===== config.mk =====
export PLATFORM = sky130hd
export DESIGN_NAME = watchdog_temp_monitor_port
export DESIGN_NICKNAME = d
export VERILOG_FILES = /design/src/wdt_mon_pkg.sv /design/src/watchdog_temp_monitor_port.sv
export SDC_FILE = /design/constraint.sdc
export NUM_CORES = 1
export LEC_CHECK = 0
export ABC_AREA = 0
export BUFFER_PORTS_ARGS = -buffer_cell sky130_fd_sc_hd__buf_4
export CAP_MARGIN = 10
export CORE_AREA = 2 2 96 98
export CTS_CLUSTER_DIAMETER = 100
export DETAILED_ROUTE_END_ITERATION = 12
export DIE_AREA = 0 0 98 100
export PLACE_DENSITY_LB_ADDON = 0.15
export SLEW_MARGIN = 20
export SYNTH_ARGS = -nofsm -noshare
export SYNTH_HDL_FRONTEND = slang
export SYNTH_SLANG_ARGS = --single-unit

===== constraint.sdc =====
create_clock -name clk_in -period 6.2 [get_ports clk_in]
set_input_delay 0.93 -clock clk_in [delete_from_list [all_inputs] [get_ports clk_in]]
set_output_delay 0.93 -clock clk_in [all_outputs]
set_load 0.01 [all_outputs]

===== src/wdt_mon_pkg.sv =====
// package of constants for the watchdog and temperature monitor port
package wdt_mon_pkg;
    // i/o window: eight byte addresses, base in 8-byte steps below 0800h
    localparam int          WIN_BYTES      = 8;
    localparam int          OFS_W          = 3;
    localparam int          BASE_SW_W      = 8;
    // register offsets inside the window
    localparam logic [2:0]  OFS_CONV_START = 3'h0; // write: start conversion
    localparam logic [2:0]  OFS_ADC_DATA   = 3'h1; // read: result
    localparam logic [2:0]  OFS_ADC_STATUS = 3'h2; // read: status
    localparam logic [2:0]  OFS_LIMIT      = 3'h3; // write/read: limit
    localparam logic [2:0]  OFS_MODE       = 3'h6; // write: conversion mode
    localparam logic [2:0]  OFS_DOG        = 3'h7; // write: watchdog trigger/release
    // status bit positions
    localparam int          ST_EOC_BIT     = 7;
    localparam int          ST_DOG_BIT     = 6;
    localparam int          ST_OVER_BIT    = 5;
    // mode and dog data bits
    localparam int          MODE_AUTO_BIT  = 0;
    localparam int          DOG_ENA_BIT    = 0;
    // timing
    localparam longint      CLK_HZ         = 250_000_000;
    localparam int          INTERVAL_S_SHORT = 1;
    localparam int          INTERVAL_S_LONG  = 4;
    localparam longint      TICKS_SHORT    = CLK_HZ * INTERVAL_S_SHORT;
    localparam longint      TICKS_LONG     = CLK_HZ * INTERVAL_S_LONG;
    localparam int          TICK_W         = 32;
    // state encoding of the converter sequencer
    typedef enum logic [1:0] {
        CONV_IDLE = 2'b00,
        CONV_BUSY = 2'b01,
        CONV_DONE = 2'b10
    } conv_state_e;
    localparam logic [7:0]  BYTE_ZERO      = 8'h00;
endpackage : wdt_mon_pkg


===== src/watchdog_temp_monitor_port.sv =====
// watchdog output gating and temperature monitor behind a host i/o window
// What this block does
// (RULE1) host software initialises timer and watchdog first
// (RULE2) watchdog outputs held inactive until software release
// (RULE3) host write starts conversion; busy flag polled
// (RULE4) auto mode repeats conversions every 1 or 4s
// (RULE5) result reaching limit raises over-limit interrupt line
// (RULE6) over-limit condition readable as status bit
// (RULE7) expiry drives ttl, open-collector and relay together
// (RULE8) only i/o read/write cycles answered, memory ignored
// (RULE9) window spans eight contiguous byte addresses
// (RULE10) all sixteen address lines compared
// (RULE11) base from eight switches, 8-byte steps, below 0800h
// (RULE12) claimed accesses finish with no wait states
// (RULE13) 8-bit result against 8-bit limit per conversion
module watchdog_temp_monitor_port
    import wdt_mon_pkg::*;
(
    input  wire logic                 clk_in,
    input  wire logic                 resetn_in,
    input  wire logic [15:0]          io_addr_in,       // host address lines
    input  wire logic                 io_rd_in,         // one-cycle i/o read strobe
    input  wire logic                 io_wr_in,         // one-cycle i/o write strobe
    input  wire logic                 mem_cycle_in,     // high for memory cycles
    input  wire logic [7:0]           io_wdata_in,      // host write data
    input  wire logic [BASE_SW_W-1:0] base_sw_in,       // base address switches
    input  wire logic                 long_interval_in, // 1: 4 s repeat, 0: 1 s
    input  wire logic                 adc_done_in,      // converter finished pulse
    input  wire logic [7:0]           adc_result_in,    // converter result
    input  wire logic                 dog_expired_in,   // watchdog timer has run down
    output logic                      adc_start_out,    // one-cycle start to converter
    output logic [7:0]                io_rdata_out,     // read data
    output logic                      io_claim_out,     // window hit, no wait states
    output logic                      over_limit_irq_line_out,
    output logic                      dog_ttl_out,      // buffered timeout level
    output logic                      dog_oc_oe_out,    // open-collector pull-down enable
    output logic                      dog_relay_out     // relay coil drive
);

    // whole register state
    typedef struct packed {
        conv_state_e       conv;
        logic              auto_mode;
        logic              auto_armed;
        logic [TICK_W-1:0] tick;
        logic [7:0]        limit;
        logic [7:0]        result;
        logic              over_limit_flag;
        logic              irq;
        logic              dog_released;
        logic              start;
        logic [7:0]        rdata;
        logic              claim;
        logic              ttl;
        logic              oc;
        logic              relay;
    } state_s;

    state_s state_reg;  // registered state
    state_s state_next; // next state

    // window hit: all sixteen lines, base in 8-byte steps
    function automatic logic window_hit(input logic [15:0] a, input logic [BASE_SW_W-1:0] sw);
        window_hit = (a[15:OFS_W] == {5'h00, sw}); // RULE10 RULE11 RULE9
    endfunction : window_hit

    logic              hit;      // decoded window hit
    logic              acc_rd;   // claimed read
    logic              acc_wr;   // claimed write
    logic [OFS_W-1:0]  ofs;      // offset inside window
    logic [TICK_W-1:0] period;   // selected repeat interval in cycles

    // next-state logic
    always_comb begin
        state_next = state_reg;
        hit    = window_hit(io_addr_in, base_sw_in);
        acc_rd = hit && io_rd_in && !mem_cycle_in;  // RULE8
        acc_wr = hit && io_wr_in && !mem_cycle_in;  // RULE8
        ofs    = io_addr_in[OFS_W-1:0];
        period = long_interval_in ? TICK_W'(TICKS_LONG) : TICK_W'(TICKS_SHORT); // RULE4
        state_next.start = 1'b0;
        state_next.claim = acc_rd || acc_wr; // RULE12
        // read data is registered the same cycle, ready next edge, no wait
        state_next.rdata = BYTE_ZERO;
        if (acc_rd) begin
            case (ofs)
                OFS_ADC_DATA: begin
                    state_next.rdata = state_reg.result;
                end
                OFS_ADC_STATUS: begin
                    // busy reads 1, dog 1 = not expired, over-limit 1 = limit reached
                    state_next.rdata[ST_EOC_BIT]  = (state_reg.conv == CONV_BUSY); // RULE3
                    state_next.rdata[ST_DOG_BIT]  = !dog_expired_in;
                    state_next.rdata[ST_OVER_BIT] = state_reg.over_limit_flag; // RULE6
                    state_next.irq = 1'b0; // status read clears the request
                end
                OFS_LIMIT: begin
                    state_next.rdata = state_reg.limit;
                end
                default: begin
                    state_next.rdata = BYTE_ZERO; // unused offsets read zero
                end
            endcase
        end
        // host writes
        if (acc_wr) begin
            case (ofs)
                OFS_CONV_START: begin
                    state_next.start      = 1'b1; // RULE3
                    state_next.conv       = CONV_BUSY;
                    state_next.auto_armed = state_reg.auto_mode; // first auto start
                    state_next.tick       = '0;
                end
                OFS_LIMIT: begin
                    state_next.limit = io_wdata_in;
                end
                OFS_MODE: begin
                    state_next.auto_mode = io_wdata_in[MODE_AUTO_BIT]; // RULE4
                    state_next.irq       = 1'b0; // mode write clears the request
                    if (!io_wdata_in[MODE_AUTO_BIT]) begin
                        state_next.auto_armed = 1'b0;
                    end
                end
                OFS_DOG: begin
                    // release bit must be refreshed on every trigger
                    state_next.dog_released = io_wdata_in[DOG_ENA_BIT]; // RULE2
                end
                default: begin
                    // writes to other offsets belong to the timer part
                end
            endcase
        end
        // automatic repeat timer
        if (state_reg.auto_armed && state_reg.auto_mode) begin
            if (state_reg.tick >= period - TICK_W'(1)) begin
                state_next.tick = '0;
                state_next.start = 1'b1; // RULE4
                state_next.conv  = CONV_BUSY;
            end else begin
                state_next.tick = state_reg.tick + TICK_W'(1);
            end
        end
        // converter completion and comparison; completion's request set wins over a same-cycle clear
        if (state_reg.conv == CONV_BUSY && adc_done_in && !state_reg.start) begin
            // a start landing in the same cycle keeps the sequencer busy,
            // otherwise the new conversion's result would be dropped
            state_next.conv   = state_next.start ? CONV_BUSY : CONV_DONE;
            state_next.result = adc_result_in;
            state_next.over_limit_flag = (adc_result_in >= state_reg.limit); // RULE13 RULE6
            if (adc_result_in >= state_reg.limit) begin
                state_next.irq = 1'b1; // RULE5 set beats clear
            end
        end
        // outputs blocked until released by software
        state_next.ttl   = state_reg.dog_released && dog_expired_in; // RULE2 RULE7
        state_next.oc    = state_reg.dog_released && dog_expired_in; // RULE7
        state_next.relay = state_reg.dog_released && dog_expired_in; // RULE7
    end

    // state register; no autonomous setup of timers at reset
    always_ff @(posedge clk_in or negedge resetn_in) begin
        if (!resetn_in) begin
            state_reg <= '0; // RULE1
        end else begin
            state_reg <= state_next;
        end
    end

    // outputs straight from flip-flops
    assign adc_start_out           = state_reg.start;
    assign io_rdata_out            = state_reg.rdata;
    assign io_claim_out            = state_reg.claim;
    assign over_limit_irq_line_out = state_reg.irq;
    assign dog_ttl_out             = state_reg.ttl;
    assign dog_oc_oe_out           = state_reg.oc;
    assign dog_relay_out           = state_reg.relay;

endmodule : watchdog_temp_monitor_port


==> impl_results.md, run 1 <==
* Status: complete, no violations
* Clk_lat worst skew at 0.35 ns
* Chip Height at 100 um
* Fmax at 263.4 MHz
* Pwr per Cell Area at 205.3 nW/um^2
* CTS Buf Count at 9
* Post-synth top flop: dfrtp_1
* CTS H-tree depth at 3
* PortBufs at 61
* Max Transition Viols Final at 0
* Max-capacitance violation count at 0
* Max VDD drop at 109.3 uV
* Vias in the first global route at 3,262
* Post-DP HPWL at 6047 um
* Post-layout net count at 514
* Synth Instances at 389
* Min-Delay Path Class: reg2reg
* Pre-antenna DRT Iters at 4
* Setup crit end kind: flip-flop
* Final worst slack at 2.403 ns
* GR Overflow Total at 0
* Pre-CTS setup slack at 2.092 ns
* Post CTS Setup Buffer Count at 0
* Syn Area/Cell at 9.929 um^2
* First-pass GRT wire length at 15,390 um
* Max reg flops at 54
* Die area at 9800 um^2
* Fraction of layout cells with a size suffix above 1 at 24.44%
* Hold_buf cts at 0
* Detail Route Antenna Nets at 0
* Wire length per cell at 15.59 um
* Post-Syn Nets at 462
* Setup tns final at 0 ns
* Req. time, crit path at 6.47 ns
* Detailed-route wire length at 8686 um
* Most common cell after layout, fill and taps aside: dfrtp_1
* Final setup viols at 0
* DRC violations left at 0
* CP Class: in2reg
* Final cell count without fillers at 557
* Post-synth EDFFs at 0
* Max FO, Critical Path at 44
* CP arrival at 4.07 ns
* Post-synthesis cell type count at 52
* Boundary pin count at 62
* Final Hold Fails at 0
* Post-CTS sizing at 0
* Startpoint Class: input pin
* Die Wd at 98 um
* # fillers at 818
* Final period utilization at 61.24%
* Sequential area share after synthesis at 42.76%
* Clock slew at reported path FFs at 0.08 ns
* Via density at 5.589
* Yosys reg bits at 66
* Area Overhead vs Synth at 16.91%
* DRT iter0 DRCs at 176
* CTS tree: done
* GRT Util Overall at 19.46%
* Cell leakage power at 2.059 nW
* RSZ-0062 raised after global routing: no
* Post-synth ARST share at 100.0%
* Most used cells in the layout excluding fill and tap cells: dfrtp_1 (66), buf_4 (63), nand2_1 (25), a21oi_1 (25), ha_1 (25)
* # clock sinks at 66
* Largest net degree at the start of global routing at 67
* Ant diodes at 0
* Post-Syn Area at 3862 um^2
* Slew @ Worst Pin at 0.8932 ns
* Clock Path Buffers at 2
* Layout Utilization at 50.80%
* CTS root buf: clkbuf_8
* Starting Density at 43.45%
* Antenna violations before repair at 0
* Dpl cells at 541
* GP Congestion at 0.8336
* Worst slew margin at 40.31%
* Yosys warnings at 0
* Final Skew at 0.009697 ns
* Minimum clock period at 3.797 ns
* CORE AREA at 8890 um^2
* Vias post-DR at 3,113
* FP Rows at 35
stage by stage:
stage	power, mW	area (um^2)	hold slack (ns)
detailed placement	0.6022	4337	0.4731
global route	0.9776	4516	0.5186
CTS	0.9396	4516	0.4932
finish	0.9270	4516	0.4972
floorplan	0.5456	3862	0.4527
global placement	0.5963	4337	0.4706
worst max-delay path: stages:
cell and delay [ns]:
buf_4 0.15, inv_1 0.27, ha_1 0.30, a2111oi_0 0.45, o31a_1 0.23, nand3_1 0.43
nor2_4 0.87, o21ai_0 0.21, a31oi_1 0.21
worst paths after layout:
path                       cells past startpoint                        end  slack [ns]                      start
max in group asynchronous                      1  state_reg[38]$_DFFE_PN0P_        4.96                  resetn_in
max reg2reg                                    7  state_reg[43]$_DFFE_PN0P_        2.98  state_reg[61]$_DFFE_PN0P_
min reg2reg                                    1    dog_relay_out$_DFF_PN0_        0.50  state_reg[13]$_DFFE_PN0P_
min in group asynchronous                      1  state_reg[50]$_DFFE_PN0P_        0.67                  resetn_in
min                                            1    dog_relay_out$_DFF_PN0_        0.50  state_reg[13]$_DFFE_PN0P_
max                                            9  state_reg[43]$_DFFE_PN0P_        2.40           long_interval_in
cells in the mapped netlist, types with 3 or more instances:
master     n  area, um^2
mux2_2    19       214.0
a22o_1     3       26.28
a21oi_1   25       125.1
and3_1    13       81.33
o21ai_0   15       75.07
a22oi_1    3       22.52
nand3_1   21       105.1
or3_1      8       50.05
clkbuf_1   4       15.01
a31oi_1   24       150.1
inv_1     16       60.06
buf_4     11       82.58
nor2b_1    3       18.77
xnor2_1    7       61.31
nor3_1     8       40.04
mux2i_1   10       100.1
ha_1      25       312.8
and2_1     7       43.79
nor2_1    22       82.58
o21a_1     4       30.03
dfrtp_1   66        1652
nand2b_1   4       25.02
nand2_1   25       93.84
buf_2      3       15.01
nand4_1    9       56.30
final cells by class:
| class | count | area (um^2) | area share (%) |
|---|---|---|---|
| tap | 111 | 138.9 | 3.076 |
| clock buffer | 9 | 123.9 | 2.743 |
| inverter | 16 | 60.06 | 1.330 |
| sequential | 66 | 1652 | 36.58 |
| clock inverter | 7 | 55.05 | 1.219 |
| multi-input combinational | 285 | 2013 | 44.58 |
| timing repair buffer | 63 | 473.0 | 10.47 |
layer usage:
metal / track usage [%] / vias up / wire, um / part of all wire, %
met4: 7.692 / 0 / 155 / 1.8
met1: 22.97 / 1493 / 3669 / 42
met2: 34.46 / 68 / 4494 / 52
li1: - / 1537 / - / -
met3: 4.457 / 15 / 367 / 4.2
met5: 0 / - / 0 / 0
cell families after synthesis:
group,count (synthesis),share of synthesized area (%)
buf+inv,38,5.280
mux,29,8.131
simple gates,131,17.95
fa+ha+maj,25,8.098
compound gates,91,15.74
flops,66,42.76
xor+xnor,9,2.041
power breakdown:
group	internal [mW]	total [mW]	switching, mW
sequential	0.465	0.482	0.0171
clock	0.148	0.336	0.188
combinational	0.0613	0.110	0.0483
total	0.674	0.927	0.253
No activity file was read; power rests on OpenSTA's default activity.
==> run 2: changes to the inputs <==
- clock period: 6.2 -> 3.73 ns (I/O delays scaled with it)
==> impl_results.md, run 2 (same netlist as run 1, synthesis figures left out) <==
* GP Congestion at 0.8477 (+1.7%)
* Post-DP HPWL at 6129 um (+1.3%)
* Antenna violations before repair at 0 (unchanged)
* Hold_buf cts at 0 (unchanged)
* Max Transition Viols Final at 0 (unchanged)
* Die area at 9800 um^2 (unchanged)
* Setup crit end kind: flip-flop
* Final Hold Fails at 0 (unchanged)
* Final Skew at 0.008123 ns (-0.001574 ns)
* CP max stage delay at 0.42 ns (-0.45 ns)
* Pwr per Cell Area at 330.5 nW/um^2 (+61%)
* Boundary pin count at 62 (unchanged)
* Multi-input gate area at 2013 um^2 (unchanged)
* Most common cell after layout, fill and taps aside: buf_4
* Minimum clock period at 2.763 ns
* Max-capacitance violation count at 0 (unchanged)
* Wire length per cell at 15.45 um (-0.93%)
* Vias in the first global route at 3,161 (-3.1%)
* CTS Buf Count at 9 (unchanged)
* Clk_lat worst skew at 0.34 ns (about the same)
* # clock sinks at 66 (unchanged)
* Via density at 5.554 (-0.62%)
* Detail Route Antenna Nets at 0 (unchanged)
* CP max-delay cell: a2111oi_0
* CTS tree: done
* Worst slew margin at 44.12% (+3.8 points)
* Post CTS Setup Buffer Count at 0 (unchanged)
* FP Rows at 35 (unchanged)
* Reg area at 1652 um^2 (unchanged)
* PortBufs at 61 (unchanged)
* Final cell count without fillers at 561 (+0.72%)
* Ant diodes at 0 (unchanged)
* Starting Density at 43.45% (unchanged)
* CTS root buf: clkbuf_8
* Slew @ Worst Pin at 0.8381 ns (-0.05509 ns)
* CP Class: in2reg
* CTS H-tree depth at 3 (unchanged)
* Reg-to-reg endpoint: state_reg[55]$_DFFE_PN0P_
* Die Wd at 98 um (unchanged)
* CORE AREA at 8890 um^2 (unchanged)
* GRT Util Overall at 18.81% (-0.65 points)
* R2R cell count at 9 (+2)
* GR Overflow Total at 0 (unchanged)
* Dpl cells at 546 (+0.92%)
* Post-CTS sizing at 0 (unchanged)
* Cell leakage power at 2.073 nW (+0.70%)
* CP arrival at 3.02 ns (-1.05 ns)
* Most used cells in the layout excluding fill and tap cells: buf_4 (68), dfrtp_1 (66), nand2_1 (25), a21oi_1 (25), ha_1 (25)
* Chip Height at 100 um (unchanged)
* Max reg flops at 54 (unchanged)
* Largest net degree at the start of global routing at 67 (unchanged)
* Max VDD drop at 226.3 uV (+110%)
* Area Overhead vs Synth at 17.40%
* Pre-CTS setup slack at 0.6217 ns (-1.471 ns)
* Cell Chain, Critical Path: buf_4 > inv_1 > ha_1 > a2111oi_0 > o31a_1 > nand3_1 > nor2_4 > buf_4 > a41oi_1 > a31oi_1
* Setup tns final at 0 ns (unchanged)
* Fmax at 361.9 MHz
* Min-Delay Path Class: in2async
* DRC violations left at 0 (unchanged)
* Post-layout net count at 519 (+0.97%)
* First-pass GRT wire length at 14,860 um (-3.4%)
* Flop-to-flop setup slack at 1.09 ns (-1.89 ns)
* Vias post-DR at 3,116 (+0.096%)
* Final period utilization at 74.08%
* Clock slew at reported path FFs at 0.07 ns (about the same)
* Detailed-route wire length at 8667 um (-0.22%)
* Pre-antenna DRT Iters at 4 (unchanged)
* DRT iter0 DRCs at 116 (-34%)
* Clock Path Buffers at 2 (unchanged)
* Max FO, Critical Path at 18 (-59%)
* Req. time, crit path at 3.99 ns (-2.48 ns)
* Status: complete, no violations
* Worst R2R Start: state_reg[41]$_DFFE_PN0P_
* Final worst slack at 0.9668 ns (-1.436 ns)
* Most used cell, CP: buf_4
* RSZ-0062 raised after global routing: no
* Final setup viols at 0 (unchanged)
* # fillers at 843 (+3.1%)
* Fraction of layout cells with a size suffix above 1 at 24.89% (+0.45 points)
* Startpoint Class: input pin
## run 2: through the flow
step	power [mW]	hold WS, ns	instance area [um^2]	util (%)
final	1.499	0.3234	4534	51.01
after global placement	0.9914	0.4783	4374	49.20
after global routing	1.570	0.3942	4534	51.01
after detailed placement	0.9987	0.4875	4374	49.20
after CTS	1.516	0.3614	4534	51.01
after floorplan	0.9069	0.2639	3862	-
## run 2: worst max path at each step
| stage | startpoint | to | slack, ns | cells after the start |
|---|---|---|---|---|
| 2_1_floorplan | long_interval_in | state_reg[53]$_DFFE_PN0P_ | 1.20 | 8 |
| 3_3_place_gp | long_interval_in | state_reg[55]$_DFFE_PN0P_ | 0.76 | 10 |
| 3_5_place_dp | long_interval_in | state_reg[55]$_DFFE_PN0P_ | 0.62 | 10 |
| 4_1_cts | long_interval_in | state_reg[55]$_DFFE_PN0P_ | 0.97 | 10 |
| 5_1_grt | long_interval_in | state_reg[55]$_DFFE_PN0P_ | 0.71 | 10 |
| 6_report | long_interval_in | state_reg[55]$_DFFE_PN0P_ | 0.97 | 10 |
## run 2: layout make-up
type | count | area share [%]
clock buffers | 10 | 2.815
clock inverters | 5 | 0.7174
inverters | 16 | 1.325
multi-input cells | 285 | 44.40
flip-flops and latches | 66 | 36.42
well taps | 111 | 3.063
repair buffers | 68 | 11.26
## run 2: report_power, final
part	internal [mW]	total, mW	switching [mW]
Combinational	0.102	0.181	0.0792
Sequential	0.773	0.801	0.0279
Clock	0.235	0.517	0.282
## run 2: per-layer routing
| layer | vias to the layer above | global-route usage, % | share of wire (%) |
|---|---|---|---|
| met5 | - | 0 | 0 |
| met4 | 0 | 7.799 | 2.0 |
| met3 | 14 | 2.925 | 3.2 |
| met2 | 51 | 32.14 | 50 |
| met1 | 1510 | 23.93 | 44 |
| li1 | 1541 | - | - |
## run 2: worst max-delay path, delay by kind of cell
family	cells	cell delay, ns
AOI/OAI and AO/OA	4	0.93
adders and majority gates	1	0.31
buffers and inverters	3	0.72
and+or+nand+nor	2	0.48
